$ cat config.mk
export PLATFORM = sky130hd
export DESIGN_NAME = uscr_top
export DESIGN_NICKNAME = d
export VERILOG_FILES = /design/src/hw/uscr_pkg.sv /design/src/hw/uscr_wr_if.sv /design/src/hw/uscr_store.sv /design/src/hw/uscr_top.sv
export SDC_FILE = /design/constraint.sdc
export NUM_CORES = 1
export LEC_CHECK = 0
export BUFFER_PORTS_ARGS = -buffer_cell sky130_fd_sc_hd__clkbuf_2
export CORE_UTILIZATION = 25
export CTS_CLUSTER_DIAMETER = 40
export DETAILED_ROUTE_END_ITERATION = 7
export PLACE_DENSITY = 0.59
export SLEW_MARGIN = 20
export SYNTH_ARGS = -nofsm -noshare
export SYNTH_HDL_FRONTEND = slang
export SYNTH_SLANG_ARGS = --single-unit
$ cat constraint.sdc
create_clock -name hclk -period 3.7 [get_ports hclk]
set_input_delay 0.74 -clock hclk [delete_from_list [all_inputs] [get_ports hclk]]
set_output_delay 0.74 -clock hclk [all_outputs]
set_load 0.01 [all_outputs]
$ cat src/hw/uscr_pkg.sv
// uscr_pkg: offsets, field positions and reset values of the uart shadow registers
// assumes: used by the shadow register block, its storage module, the assertions and the test
`default_nettype none
package uscr_pkg;
   // ---------------------------------------------------------------
   // register byte offsets
   // ---------------------------------------------------------------
   localparam logic [7:0] OFS_SHADOW_RTS = 8'h8c;
   localparam logic [7:0] OFS_SHADOW_BREAK = 8'h90;
   localparam logic [7:0] OFS_SHADOW_DMA_MODE = 8'h94;
   localparam logic [7:0] OFS_SHADOW_RX_TRIG = 8'h9c;
   localparam logic [7:0] OFS_SHADOW_TX_TRIG = 8'ha0;
   localparam logic [7:0] OFS_HALT_TX = 8'ha4;
   localparam logic [7:0] OFS_DMA_SOFT_ACK = 8'ha8;
   localparam logic [7:0] OFS_COMP_PARAMS = 8'hf4;
   // main control registers sharing the same state
   localparam logic [7:0] OFS_LINE_CONTROL = 8'h0c;
   localparam logic [7:0] OFS_MODEM_CONTROL = 8'h10;
   localparam logic [7:0] OFS_FIFO_CONTROL = 8'h08;
   // ---------------------------------------------------------------
   // field positions
   // ---------------------------------------------------------------
   localparam int MODEM_RTS_BIT = 1;
   localparam int LINE_BREAK_BIT = 6;
   localparam int FIFO_DMA_BIT = 3;
   localparam int FIFO_TXT_LO = 4;
   localparam int FIFO_RXT_LO = 6;
   localparam int PARAM_DEPTH_LO = 16;
   localparam int PARAM_SHADOW_BIT = 11;
   localparam int PARAM_TXMODE_BIT = 5;
   localparam int PARAM_XHSK_BIT = 13;
   localparam int PARAM_WIDTH_LO = 0;
   localparam logic [1:0] PARAM_WIDTH_32 = 2'h2;
   // ---------------------------------------------------------------
   // reset values and bus encodings
   // ---------------------------------------------------------------
   localparam logic RST_BIT = 1'h0;
   localparam logic [1:0] RST_TRIG = 2'h0;
   localparam logic [1:0] HTRANS_NONSEQ = 2'h2;
   localparam logic [2:0] HSIZE_WORD = 3'h2;
   // rx trigger encodings
   typedef enum logic [1:0] {
      USCR_RXT_ONE = 2'b00,
      USCR_RXT_QUARTER = 2'b01,
      USCR_RXT_HALF = 2'b10,
      USCR_RXT_TWO_LESS = 2'b11
   } uscr_rx_trig_t;
   // tx empty trigger encodings
   typedef enum logic [1:0] {
      USCR_TXT_EMPTY = 2'b00,
      USCR_TXT_TWO = 2'b01,
      USCR_TXT_QUARTER = 2'b10,
      USCR_TXT_HALF = 2'b11
   } uscr_tx_trig_t;
endpackage : uscr_pkg
`default_nettype wire

$ cat src/hw/uscr_wr_if.sv
// uscr_wr_if: decoded register write bundle between bus slave and storage
// assumes: one clock, driven by the bus front end only
`default_nettype none
interface uscr_wr_if;
   logic wr_en;
   logic [7:0] wr_addr;
   logic [31:0] wr_data;
   modport src (output wr_en, output wr_addr, output wr_data);
   modport dst (input wr_en, input wr_addr, input wr_data);
endinterface : uscr_wr_if
`default_nettype wire

$ cat src/hw/uscr_store.sv
// uscr_store: the single storage element per shared control field
// assumes: writes arrive as decoded one-cycle pulses on the bundle
`default_nettype none
module uscr_store #(
   parameter bit HAS_FIFO = 1'b1,
   parameter bit HAS_SHADOW = 1'b1,
   parameter bit HAS_THRE_USER = 1'b1,
   parameter bit HAS_EXTRA_HSK = 1'b1
) (
   // clock and reset
   input wire logic hclk,
   input wire logic hresetn,
   // writes
   uscr_wr_if.dst wr,
   // stored fields
   output logic rts_q,
   output logic break_q,
   output logic dma_mode_q,
   output logic [1:0] rx_trig_q,
   output logic [1:0] tx_trig_q,
   output logic halt_q,
   output logic dma_ack_q
);
   localparam bit SH_FIFO = HAS_FIFO && HAS_SHADOW;
   logic w_lcr, w_mcr, w_fcr;
   assign w_lcr = wr.wr_en && (wr.wr_addr == uscr_pkg::OFS_LINE_CONTROL);
   assign w_mcr = wr.wr_en && (wr.wr_addr == uscr_pkg::OFS_MODEM_CONTROL);
   assign w_fcr = wr.wr_en && (wr.wr_addr == uscr_pkg::OFS_FIFO_CONTROL);
   function automatic logic hit(input logic [7:0] ofs);
      hit = wr.wr_en && (wr.wr_addr == ofs);
   endfunction : hit

   // one flop each, written through either address
   always_ff @(posedge hclk or negedge hresetn) begin
      if (!hresetn) begin
         rts_q <= uscr_pkg::RST_BIT;
      end else if (w_mcr) begin
         rts_q <= wr.wr_data[uscr_pkg::MODEM_RTS_BIT];
      end else if (HAS_SHADOW && hit(uscr_pkg::OFS_SHADOW_RTS)) begin
         rts_q <= wr.wr_data[0];
      end
   end

   always_ff @(posedge hclk or negedge hresetn) begin
      if (!hresetn) begin
         break_q <= uscr_pkg::RST_BIT;
      end else if (w_lcr) begin
         break_q <= wr.wr_data[uscr_pkg::LINE_BREAK_BIT];
      end else if (HAS_SHADOW && hit(uscr_pkg::OFS_SHADOW_BREAK)) begin
         break_q <= wr.wr_data[0];
      end
   end

   always_ff @(posedge hclk or negedge hresetn) begin
      if (!hresetn) begin
         dma_mode_q <= uscr_pkg::RST_BIT;
         rx_trig_q <= uscr_pkg::RST_TRIG;
      end else if (w_fcr && HAS_FIFO) begin
         dma_mode_q <= wr.wr_data[uscr_pkg::FIFO_DMA_BIT];
         rx_trig_q <= wr.wr_data[uscr_pkg::FIFO_RXT_LO +: 2];
      end else begin
         if (SH_FIFO && hit(uscr_pkg::OFS_SHADOW_DMA_MODE)) begin
            dma_mode_q <= wr.wr_data[0];
         end
         if (SH_FIFO && hit(uscr_pkg::OFS_SHADOW_RX_TRIG)) begin
            rx_trig_q <= wr.wr_data[1:0];
         end
      end
   end

   // without the programmable mode the field stays at reset
   always_ff @(posedge hclk or negedge hresetn) begin
      if (!hresetn) begin
         tx_trig_q <= uscr_pkg::RST_TRIG;
      end else if (HAS_FIFO && HAS_THRE_USER) begin
         if (w_fcr) begin
            tx_trig_q <= wr.wr_data[uscr_pkg::FIFO_TXT_LO +: 2];
         end else if (HAS_SHADOW && hit(uscr_pkg::OFS_SHADOW_TX_TRIG)) begin
            tx_trig_q <= wr.wr_data[1:0];
         end
      end
   end

   always_ff @(posedge hclk or negedge hresetn) begin
      if (!hresetn) begin
         halt_q <= uscr_pkg::RST_BIT;
      end else if (HAS_FIFO && hit(uscr_pkg::OFS_HALT_TX)) begin
         halt_q <= wr.wr_data[0];
      end
   end

   // one-cycle ack pulse; not stored, reads back as zero
   always_ff @(posedge hclk or negedge hresetn) begin
      if (!hresetn) begin
         dma_ack_q <= uscr_pkg::RST_BIT;
      end else begin
         dma_ack_q <= HAS_EXTRA_HSK && hit(uscr_pkg::OFS_DMA_SOFT_ACK) && wr.wr_data[0];
      end
   end
endmodule : uscr_store
`default_nettype wire

$ cat src/hw/uscr_top.sv
// uscr_top: uart shadow and auxiliary control registers on ahb-lite
// assumes: single slave, word transfers, hready from hreadyout
// Operation
// - rts shadow mirrors modem control bit
// - break shadow mirrors line control break
// - dma mode shadow, zero mode 0
// - two-bit rx trigger shadow, four levels
// - two-bit tx empty trigger shadow
// - tx trigger writes ignored without mode
// - dma and rx shadows need fifo, shadow
// - tx shadow needs fifo, mode, shadow
// - halt transmit stops fifo transmission
// - halt writes ignored without fifos
// - software ack ends current dma handshake
// - ack writes ignored without extra handshake
`default_nettype none
module uscr_top #(
   parameter bit HAS_FIFO = 1'b1,
   parameter bit HAS_SHADOW = 1'b1,
   parameter bit HAS_THRE_USER = 1'b1,
   parameter bit HAS_EXTRA_HSK = 1'b1,
   parameter int FIFO_DEPTH = 16
) (
   // clock and reset
   input wire logic hclk,
   input wire logic hresetn,
   // ahb-lite slave
   input wire logic hsel,
   input wire logic [31:0] haddr,
   input wire logic [1:0] htrans,
   input wire logic hwrite,
   input wire logic [2:0] hsize,
   input wire logic [31:0] hwdata,
   input wire logic hready,
   output logic hreadyout,
   output logic hresp,
   output logic [31:0] hrdata,
   // uart core controls
   output logic rts_ctl,
   output logic break_ctl,
   output logic dma_mode,
   output logic [1:0] rx_trigger,
   output logic [1:0] tx_empty_trigger,
   output logic halt_tx,
   output logic dma_soft_ack
);
   // ---------------------------------------------------------------
   // configuration checks
   // ---------------------------------------------------------------
   // depth code is depth/16, up to 2048 entries
   localparam logic [7:0] DEPTH_CODE = HAS_FIFO ? 8'(FIFO_DEPTH / 16) : 8'h00;
   generate
      if (HAS_FIFO && (FIFO_DEPTH < 16 || FIFO_DEPTH > 2048 || (FIFO_DEPTH % 16) != 0)) begin : g_bad
         $error("fifo depth must be a multiple of 16 from 16 to 2048");
      end
   endgenerate

   // ---------------------------------------------------------------
   // bus address phase capture
   // ---------------------------------------------------------------
   logic ap_q, ap_wr_q;
   logic [7:0] ap_addr_q;
   logic take;
   assign take = hsel && hready && (htrans == uscr_pkg::HTRANS_NONSEQ || htrans == 2'h3);

   always_ff @(posedge hclk or negedge hresetn) begin
      if (!hresetn) begin
         ap_q <= 1'b0;
         ap_wr_q <= 1'b0;
         ap_addr_q <= 8'h00;
      end else if (hready) begin
         ap_q <= take;
         ap_wr_q <= take && hwrite;
         ap_addr_q <= haddr[7:0];
      end
   end

   // zero wait states, always okay
   assign hreadyout = 1'b1;
   assign hresp = 1'b0;

   // ---------------------------------------------------------------
   // storage
   // ---------------------------------------------------------------
   uscr_wr_if wr_bus ();
   assign wr_bus.wr_en = ap_wr_q;
   assign wr_bus.wr_addr = {ap_addr_q[7:2], 2'b00};
   assign wr_bus.wr_data = hwdata;

   logic rts_q, break_q, dma_mode_q, halt_q, dma_ack_q;
   logic [1:0] rx_trig_q, tx_trig_q;

   uscr_store #(
      .HAS_FIFO(HAS_FIFO),
      .HAS_SHADOW(HAS_SHADOW),
      .HAS_THRE_USER(HAS_THRE_USER),
      .HAS_EXTRA_HSK(HAS_EXTRA_HSK)
   ) u_store (
      .hclk(hclk),
      .hresetn(hresetn),
      .wr(wr_bus),
      .rts_q(rts_q),
      .break_q(break_q),
      .dma_mode_q(dma_mode_q),
      .rx_trig_q(rx_trig_q),
      .tx_trig_q(tx_trig_q),
      .halt_q(halt_q),
      .dma_ack_q(dma_ack_q)
   );

   assign rts_ctl = rts_q;
   assign break_ctl = break_q;
   assign dma_mode = dma_mode_q;
   assign rx_trigger = rx_trig_q;
   assign tx_empty_trigger = tx_trig_q;
   assign halt_tx = halt_q;
   assign dma_soft_ack = dma_ack_q;

   // ---------------------------------------------------------------
   // read mux
   // ---------------------------------------------------------------
   logic [31:0] param_val;
   always_comb begin
      param_val = 32'h0000_0000;
      param_val[uscr_pkg::PARAM_DEPTH_LO +: 8] = DEPTH_CODE;
      param_val[uscr_pkg::PARAM_XHSK_BIT] = HAS_EXTRA_HSK;
      param_val[uscr_pkg::PARAM_SHADOW_BIT] = HAS_SHADOW;
      param_val[uscr_pkg::PARAM_TXMODE_BIT] = HAS_THRE_USER;
      param_val[uscr_pkg::PARAM_WIDTH_LO +: 2] = uscr_pkg::PARAM_WIDTH_32;
   end

   // reads see the flop directly, so a write shows on the next read
   logic [31:0] rd_val;
   logic [7:0] ra;
   assign ra = {ap_addr_q[7:2], 2'b00};
   always_comb begin
      rd_val = 32'h0000_0000;
      case (ra)
         uscr_pkg::OFS_SHADOW_RTS: rd_val[0] = HAS_SHADOW && rts_q;
         uscr_pkg::OFS_MODEM_CONTROL: rd_val[uscr_pkg::MODEM_RTS_BIT] = rts_q;
         uscr_pkg::OFS_SHADOW_BREAK: rd_val[0] = HAS_SHADOW && break_q;
         uscr_pkg::OFS_LINE_CONTROL: rd_val[uscr_pkg::LINE_BREAK_BIT] = break_q;
         uscr_pkg::OFS_SHADOW_DMA_MODE: rd_val[0] = HAS_FIFO && HAS_SHADOW && dma_mode_q;
         uscr_pkg::OFS_SHADOW_RX_TRIG: rd_val[1:0] = (HAS_FIFO && HAS_SHADOW) ? rx_trig_q : 2'b00;
         uscr_pkg::OFS_SHADOW_TX_TRIG: rd_val[1:0] = (HAS_FIFO && HAS_SHADOW && HAS_THRE_USER) ? tx_trig_q : 2'b00;
         uscr_pkg::OFS_HALT_TX: rd_val[0] = halt_q;
         uscr_pkg::OFS_COMP_PARAMS: rd_val = param_val;
         default: rd_val = 32'h0000_0000;
      endcase
   end

   // data phase read output, zero outside read phases
   assign hrdata = (ap_q && !ap_wr_q) ? rd_val : 32'h0000_0000;
endmodule : uscr_top
`default_nettype wire

[Word level (Yosys, flattened, before mapping)]
Cells that the tools add are included.
Widths: inputs -> output; s select.
Cells by class
  eq/ne operators: 13
  muxes and demuxes: 16
  reductions and logical operators: 22
Operator list (number)
  $eq 6x6->1 const B: 8
  $mux 32: 1
  $logic_and 1x1->1: 15
  $eq 6x2->1 const B: 2
  $mux 10: 1
  $reduce_bool 2->1: 5
  $mux 2: 4
  $mux 1: 7
  $eq 6x3->1 const B: 1
  $pmux 1 s6: 1
  $eq 2x2->1 const B: 2
  $mux 4: 1
  $pmux 1 s4: 1
  $logic_not 1->1: 1
  $logic_or 1x1->1: 1
Word-level totals
  register bits: 19
  input port bits: 74

[Longest topological paths before layout]
Gate-level depths: netlist of the first run.
  depth after elaboration: 4
  depth in mapped cells: 5
  depth with buffers taken out: 3

[Modules after synthesis]
A second synthesis of the first run with hierarchy kept.
Second synthesis, totals
  cell total of the unflattened synthesis: 125
  area, all modules: 1231.2 µm²
Modules (own cells, without submodules)
  uscr_top: cells an instance 74, times used 1, sequential area each 200.2 µm², area an instance 688.2 µm²
  uscr_store: cells an instance 51, times used 1, sequential area each 225.2 µm², area an instance 543.0 µm²

[Worst setup path after synthesis of the first run]
OpenSTA, ideal clock, no wires.
  path type: register -> output
  start point: register ap_addr_q[4]
  end point: output hrdata[11]
  arrival time: 1.338 ns
  stages on the path, launching flop included: 6
  buffers on the path: 2
  slack: 1.622 ns
  required time: 2.960 ns
  cells stage by stage: dfrtp_1 > clkbuf_1 > and4_1 > nand2_1 > nor2_1 > buf_4
On the way
  word-level cells in the longest chain between the ends: 3
RTL lines
  start: declaration: RTL line uscr_top.sv:62  | logic [7:0] ap_addr_q;
  start signal: assignment: RTL line uscr_top.sv:74  | ap_addr_q <= haddr[7:0];
  $eq 6x6->1: RTL line uscr_top.sv:138  | case (ra)
  $mux 10: RTL line uscr_top.sv:138
  $mux 32: RTL line uscr_top.sv:153  | assign hrdata = (ap_q && !ap_wr_q) ? rd_val : 32'h0000_0000;
  end: declaration: RTL line uscr_top.sv:37  | output logic [31:0] hrdata,
No other way between the ends.

[Worst setup path in the final report of the first run]
  start point: register ap_addr_q[7]
  end point: output hrdata[1]
On the way
  word-level cells in the longest chain between the ends: 3
RTL lines (RTL line)
  $eq 6x6->1 or $eq 6x3->1 (tied branches): uscr_top.sv:138
  $pmux 1 s4 (*): uscr_top.sv:138
  $mux 32 (*): uscr_top.sv:153
Mark *: on every way between the ends. The rest lies on a longest branch, timed or not.

==> results of run 1 <==
==> final timing paths <==
kind                                   endpoint  depth (start not counted)      startpoint
setup / recovery                      hrdata[1]                          4    ap_addr_q[7]
max in group asynchronous  u_store.rx_trig_q[1]                          1         hresetn
setup reg to reg             u_store.dma_mode_q                          3    ap_addr_q[7]
hold / removal                    u_store.rts_q                          1         hresetn
hold reg to reg                  u_store.halt_q                          1  u_store.halt_q
min in group hclk                u_store.halt_q                          1  u_store.halt_q
==> logic make-up (layout without fill, tap and decap cells) <==
group                  after synthesis  after routing
AOI/OAI and AO/OA                   21             21
buffers and inverters               43             41
DFF                                 17             17
muxes                                7              7
other                                2             27
and+or+nand+nor                     62             62
==> flip-flops by register name, summed over array words and instances (netlist names) <==
register / cells
u_store.halt_q: 1
u_store.dma_mode_q: 1
ap_addr_q: 6
u_store.rts_q: 1
u_store.rx_trig_q: 2
u_store.dma_ack_q: 1
ap_q: 1
u_store.tx_trig_q: 2
u_store.break_q: 1
ap_wr_q: 1
==> cells in the mapped netlist (all sizes together), types with 2 or more instances <==
| cell | instances | share of area |
|---|---|---|
| clkbuf | 8 | 0.022 |
| conb | 2 | 0.0056 |
| nor4bb | 2 | 0.015 |
| and4 | 3 | 0.019 |
| and4b | 3 | 0.022 |
| nor2b | 4 | 0.019 |
| nand4 | 2 | 0.0093 |
| inv | 3 | 0.0083 |
| mux2 | 7 | 0.058 |
| o211ai | 4 | 0.022 |
| nor3 | 6 | 0.022 |
| or4b | 2 | 0.015 |
| nand3 | 7 | 0.026 |
| nor2 | 4 | 0.011 |
| a31oi | 6 | 0.028 |
| o21ai | 7 | 0.026 |
| nand3b | 2 | 0.011 |
| nor4 | 2 | 0.0093 |
| buf | 32 | 0.17 |
| nand2 | 7 | 0.019 |
| or2 | 4 | 0.020 |
| nor4b | 2 | 0.018 |
| and3b | 5 | 0.032 |
| dfrtp | 17 | 0.32 |
==> per-layer routing <==
metal	share of wire	wire [µm]	up-vias
met5	0	0	-
met4	0.0078	24	0
met3	0.074	228	4
met2	0.43	1340	47
met1	0.48	1490	519
li1	-	-	540
==> final cells by class <==
type	count	area share
multi-input combinational	117	0.500
sequential	17	0.287
timing repair buffer	34	0.115
tap	70	0.0591
clock buffer	3	0.0278
inverter	3	0.00759
clock inverter	1	0.00338
==> power by group through the flow <==
| stage | logic [mW] | clock network (mW) | registers [mW] |
|---|---|---|---|
| floorplan | 0.115 | 0 | 0.249 |
| global route | 0.150 | 0.151 | 0.272 |
| finish | 0.133 | 0.138 | 0.265 |
| CTS | 0.134 | 0.143 | 0.265 |
| detailed placement | 0.134 | 0 | 0.268 |
| global placement | 0.132 | 0 | 0.268 |
==> worst reg2reg max path: stages, from the launching register on <==
cell and delay [ps]:
dfrtp_1 540, or4b_1 700, or2_4 310, a31oi_1 140
==> impl_results.md, run 1 <==
* Placed cell area at roughly 1400 µm²
* WL/cell at about 13 µm
* Dominant synthesized flop cell: dfrtp_1
* Register area at ~430 µm²
* WP data required at around 3000 ps
* Clk pin slew, worst setup/hold paths at 70 ps
* Pwr Total at between 500 and 600 µW
* ANT nets after route at 0
* Comb power frac at 0.248
* Maximum vdd drop at roughly 190 µV
* Post-Synth XOR/XNOR Area at 0
* Via count at approximately 1.1k
* Worst-Skew Late Latency at around 260 ps
* Crit. End Element: output port
* Count of final setup violators at 0
* Vias in the first global route at between 900 and 1k
* PwrDens at 361 nW/µm²
* EDFF count, synth at 0
* Initial DRC count at 110
* Mux share of post-synthesis cell area at 0.0584
* First-pass GRT wire length at about 4.8 mm
* Seq pwr share at 0.495
* Gates resized, CTS repair at 0
* Max Fanout on Critical Path at 15
* Fillers at approximately 570
* H-tree lvl count at 1
* Total CTS buffers at 3
* # DRC at 0
* Switch Pwr at 181 µW
* Max clock buf depth at 2
* Leakage at between 0.6 and 0.7 nW
* Final Hold Vio Count at 0
* Clock Skews at about 6.6 ps
* Area share of fa/ha/maj cells after synthesis at 0
* Distinct cells, synth at 38
* Final Non-Filler Cells at 245
* Final worst-path cycle share at 0.717
* Global Route met1 Usage at 0.168
* Setup_tns at 0 ps
* Commonest non-fill, non-tap cell in the layout: clkbuf_2
* Kind of critical path: flop to output port
* Gate Count Post-Synth at between 150 and 200
* Vias per cell at roughly 4.5
* Post-CTS setup buffer count at 0
* FF+latch count, synth at 17
* Synthesized area per cell at 8.88 µm²
* I/O Buffers at 34
* Status: finished, final reports clean
* Die Y at around 75 µm
* Ant. Diodes at 0
* Simple-gate portion of the synthesized area at 0.312
* Buf+Inv Stages, Crit Path at 1
* HPWL after DPL at 2.32 mm
* Final slew viol count at 0
* Post-Place Cells at approximately 240
* # hold bufs at CTS at 0
* Async set or reset register ratio after synthesis at 1.00
* Initial antenna violation count at 0
* Hold WC Path Type: primary input to async pin
* Slowest CP cell: dfrtp_1
* Setup crit start kind: flop
* Critical path arrival at between 1500 and 2000 ps
* Die area at between 5000 and 6000 µm²
* Peak Freq at ~0.38 GHz
* Mapped cell area at between 1000 and 1500 µm²
* Total congestion overflow at 0
* Initial core utilization at 0.263
* Switching Share at 0.338
* Worst hold margin at 417 ps
* Reg2Reg Setup Slack at approximately 1900 ps
* CP top delay family: simple AND/OR/NAND/NOR gates
* Crit path cell chain: nor4b_2, nand3_1, a31oi_1, clkbuf_2
* CP max stage delay at between 600 and 700 ps
* Post-Place Setup Slack at between 1000 and 1500 ps
* Finished Core Util at 0.288
* Post-route cell area at between 1000 and 1500 µm²
* Yosys warnings at 0
* Layout cells sized above 1 at 0.297
* Routed Wire Length at just over 3 mm
* Clock net sink count at 17
* Combinational family with the most area after synthesis: simple AND/OR/NAND/NOR gates
* Num ports at 117
* Core Rows at 26
* M2 GR Usage at 0.158
* Sequential area share after synthesis at 0.315
* Most frequent cells in the layout: clkbuf_2, conb_1, dfrtp_1
* Setup WS post-layout at about 1000 ps
* CTS tree: built
* Overall Global Routing Usage at 0.114
* Clock network power share at 0.257
* Root Buffer: clkbuf_8
* Core Region at between 5000 and 6000 µm²
* Max-capacitance violation count at 0
* Largest net degree at the start of global routing at 19
* Met3 Resource Use GR at 0.0357
* Tmin final at 2650 ps
* Compound-Gate Fraction of Synth Area at 0.104
* Final Wtd Congestion at 0.799
* Area Growth Syn to Fin at 9.82%
* # nets final at between 200 and 300
* RSZ-0062 raised after global routing: no
* Area occupied by multi-input gates at 742 µm²
* Most Crowded Layer GR: met1
* TritonRoute pass-1 iters at 4
* Internal at about 350 µW
* Die width at about 75 µm
Note: power is estimated with default switching activity, not from simulation.
==> run 2: changes to the inputs <==
Settings changed: PLACE_DENSITY 0.59 to 0.61.
Clock period 3.7 ns to 2.4 ns, I/O delays scaled along.
==> run 2 against run 1 <==
- combinational power increased by 56%
- clock power increased by 58%
- die area unchanged
- cell area increased by 0.93%
- largest power group unchanged
==> impl_results.md, run 2 (synthesis results as in run 1) <==
* Comb power frac at 0.248
* Die width at between 70 and 80 µm
* Via count at between 1k and 1.5k
* Final Non-Filler Cells at between 200 and 250
* Initial core utilization at 0.263
* RSZ-0062 raised after global routing: no
* Setup_tns at 0 ps
* Worst hold margin at between 100 and 150 ps
* Switch Pwr at roughly 280 µW
* Post-Place Setup Slack at between 300 and 400 ps
* Overall Global Routing Usage at 0.109
* Initial antenna violation count at 0
* Core Rows at 26
* Total CTS buffers at 3
* Slowest CP cell: dfrtp_1
* Reg2Reg Setup Slack at ~640 ps
* Final Hold Vio Count at 0
* Tmin final at between 2000 and 2500 ps
* Buf+Inv Stages, Crit Path at 1
* First-pass GRT wire length at 4.62 mm
* Maximum vdd drop at 222 µV
* PwrDens at 557 nW/µm²
* Clock network power share at 0.261
* Hold WC Path Type: primary input to async pin
* Setup crit start kind: flop
* Clock Skews at ~1.8 ps
* Final slew viol count at 0
* # hold bufs at CTS at 0
* Leakage at about 0.67 nW
* Clk pin slew, worst setup/hold paths at 70 ps
* Status: finished, final reports clean
* Internal at roughly 550 µW
* WL/cell at roughly 12 µm
* Seq pwr share at 0.491
* Die Y at 75.5 µm
* Root Buffer: clkbuf_8
* Crit path cell chain: or2_2, nor4_1, clkbuf_2
* Max clock buf depth at 2
* Count of final setup violators at 0
* CP max stage delay at approximately 530 ps
* Area Growth Syn to Fin at 10.8%
* WP data required at around 1900 ps
* ANT nets after route at 0
* HPWL after DPL at 2.27 mm
* # nets final at 251
* CP top delay family: simple AND/OR/NAND/NOR gates
* Most frequent cells in the layout: clkbuf_2, conb_1, dfrtp_1
* Critical path arrival at approximately 1700 ps
* CTS tree: built
* Num ports at ~120
* Setup WS post-layout at roughly 200 ps
* # DRC at 0
* Initial DRC count at about 120
* Max-capacitance violation count at 0
* Final Wtd Congestion at 0.787
* H-tree lvl count at 1
* Final worst-path cycle share at 0.916
* Total congestion overflow at 0
* Peak Freq at around 0.45 GHz
* Layout cells sized above 1 at 0.307
* I/O Buffers at 34
* Post-Place Cells at approximately 240
* TritonRoute pass-1 iters at 4
* Largest net degree at the start of global routing at 19
* Crit. End Element: output port
* Vias in the first global route at ~900
* Number of flip-flops in the largest register at 6
* Routed Wire Length at about 3.0 mm
* Largest regs: ap_addr_q x6, u_store.rx_trig_q x2, u_store.tx_trig_q x2
* Commonest non-fill, non-tap cell in the layout: clkbuf_2
* Core Region at 5140 µm²
* Kind of critical path: flop to output port
* Reg2reg start: ap_addr_q[3]
* Most flop-heavy register: ap_addr_q
* Switching Share at 0.342
* Ant. Diodes at 0
* Max Fanout on Critical Path at 15
* Vias per cell at roughly 4.4
* Die area at between 5000 and 6000 µm²
* Clock net sink count at 17
* Worst-Skew Late Latency at around 260 ps
* CP Launch Point: ap_addr_q[7]
==> run 2: cell types whose count changed in the layout (fill, tap and decap cells not counted) <==
cell      delta
nor4bb_2     +1
buf_4        +1
nor4bb_1     -1
==> run 2: power by group through the flow <==
stage / combinational, mW / sequential [mW] / clock (mW)
5_1_grt: 0.231 / 0.419 / 0.231
6_report: 0.207 / 0.409 / 0.218
4_1_cts: 0.207 / 0.408 / 0.224
3_3_place_gp: 0.205 / 0.415 / 0
3_5_place_dp: 0.207 / 0.414 / 0
2_1_floorplan: 0.177 / 0.384 / 0
==> run 2: path summary, 6_finish.rpt <==
check | cells after the start | end
worst max-delay path | 3 | hrdata[6]
worst min-delay path | 1 | u_store.dma_ack_q
worst max register to register | 3 | u_store.rx_trig_q[0]
worst min register to register | 1 | u_store.halt_q
max in group asynchronous | 1 | u_store.break_q
min in group hclk | 2 | ap_addr_q[2]
==> run 2: worst reg2reg max path, stage by stage, from the launching register on <==
cell and delay (ps):
dfrtp_1 640, or4b_1 590, or2_4 300, a31oi_1 150
==> run 2: timing repair <==
action / in CTS / in global routing
resized for setup: 0 / 1
setup endpoints to repair: 0 / 1
setup buffers: 0 / 0
==> run 2: area by class of cell <==
cell class	count	area, µm²
clock inverters	1	5.00
clock buffers	3	41.3
well taps	70	87.6
flip-flops and latches	17	425
repair buffers	35	178
fillers	552	3640
inverters	3	11.3
multi-input cells	117	748
==> run 2: through the flow <==
step	instance area (µm²)	power, mW	util
after floorplan	1440	0.561	-
after global placement	1440	0.620	0.281
after detailed placement	1440	0.620	0.281
after CTS	1490	0.839	0.290
after global routing	1500	0.881	0.291
final	1500	0.833	0.291
==> run 2: metal layers <==
| layer | wire [µm] | GRT usage | vias up |
|---|---|---|---|
| met5 | 0 | 0 | - |
| met4 | 22 | 0.0247 | 0 |
| met3 | 285 | 0.0397 | 2 |
| met2 | 1250 | 0.139 | 53 |
| met1 | 1460 | 0.168 | 484 |
| li1 | - | - | 540 |
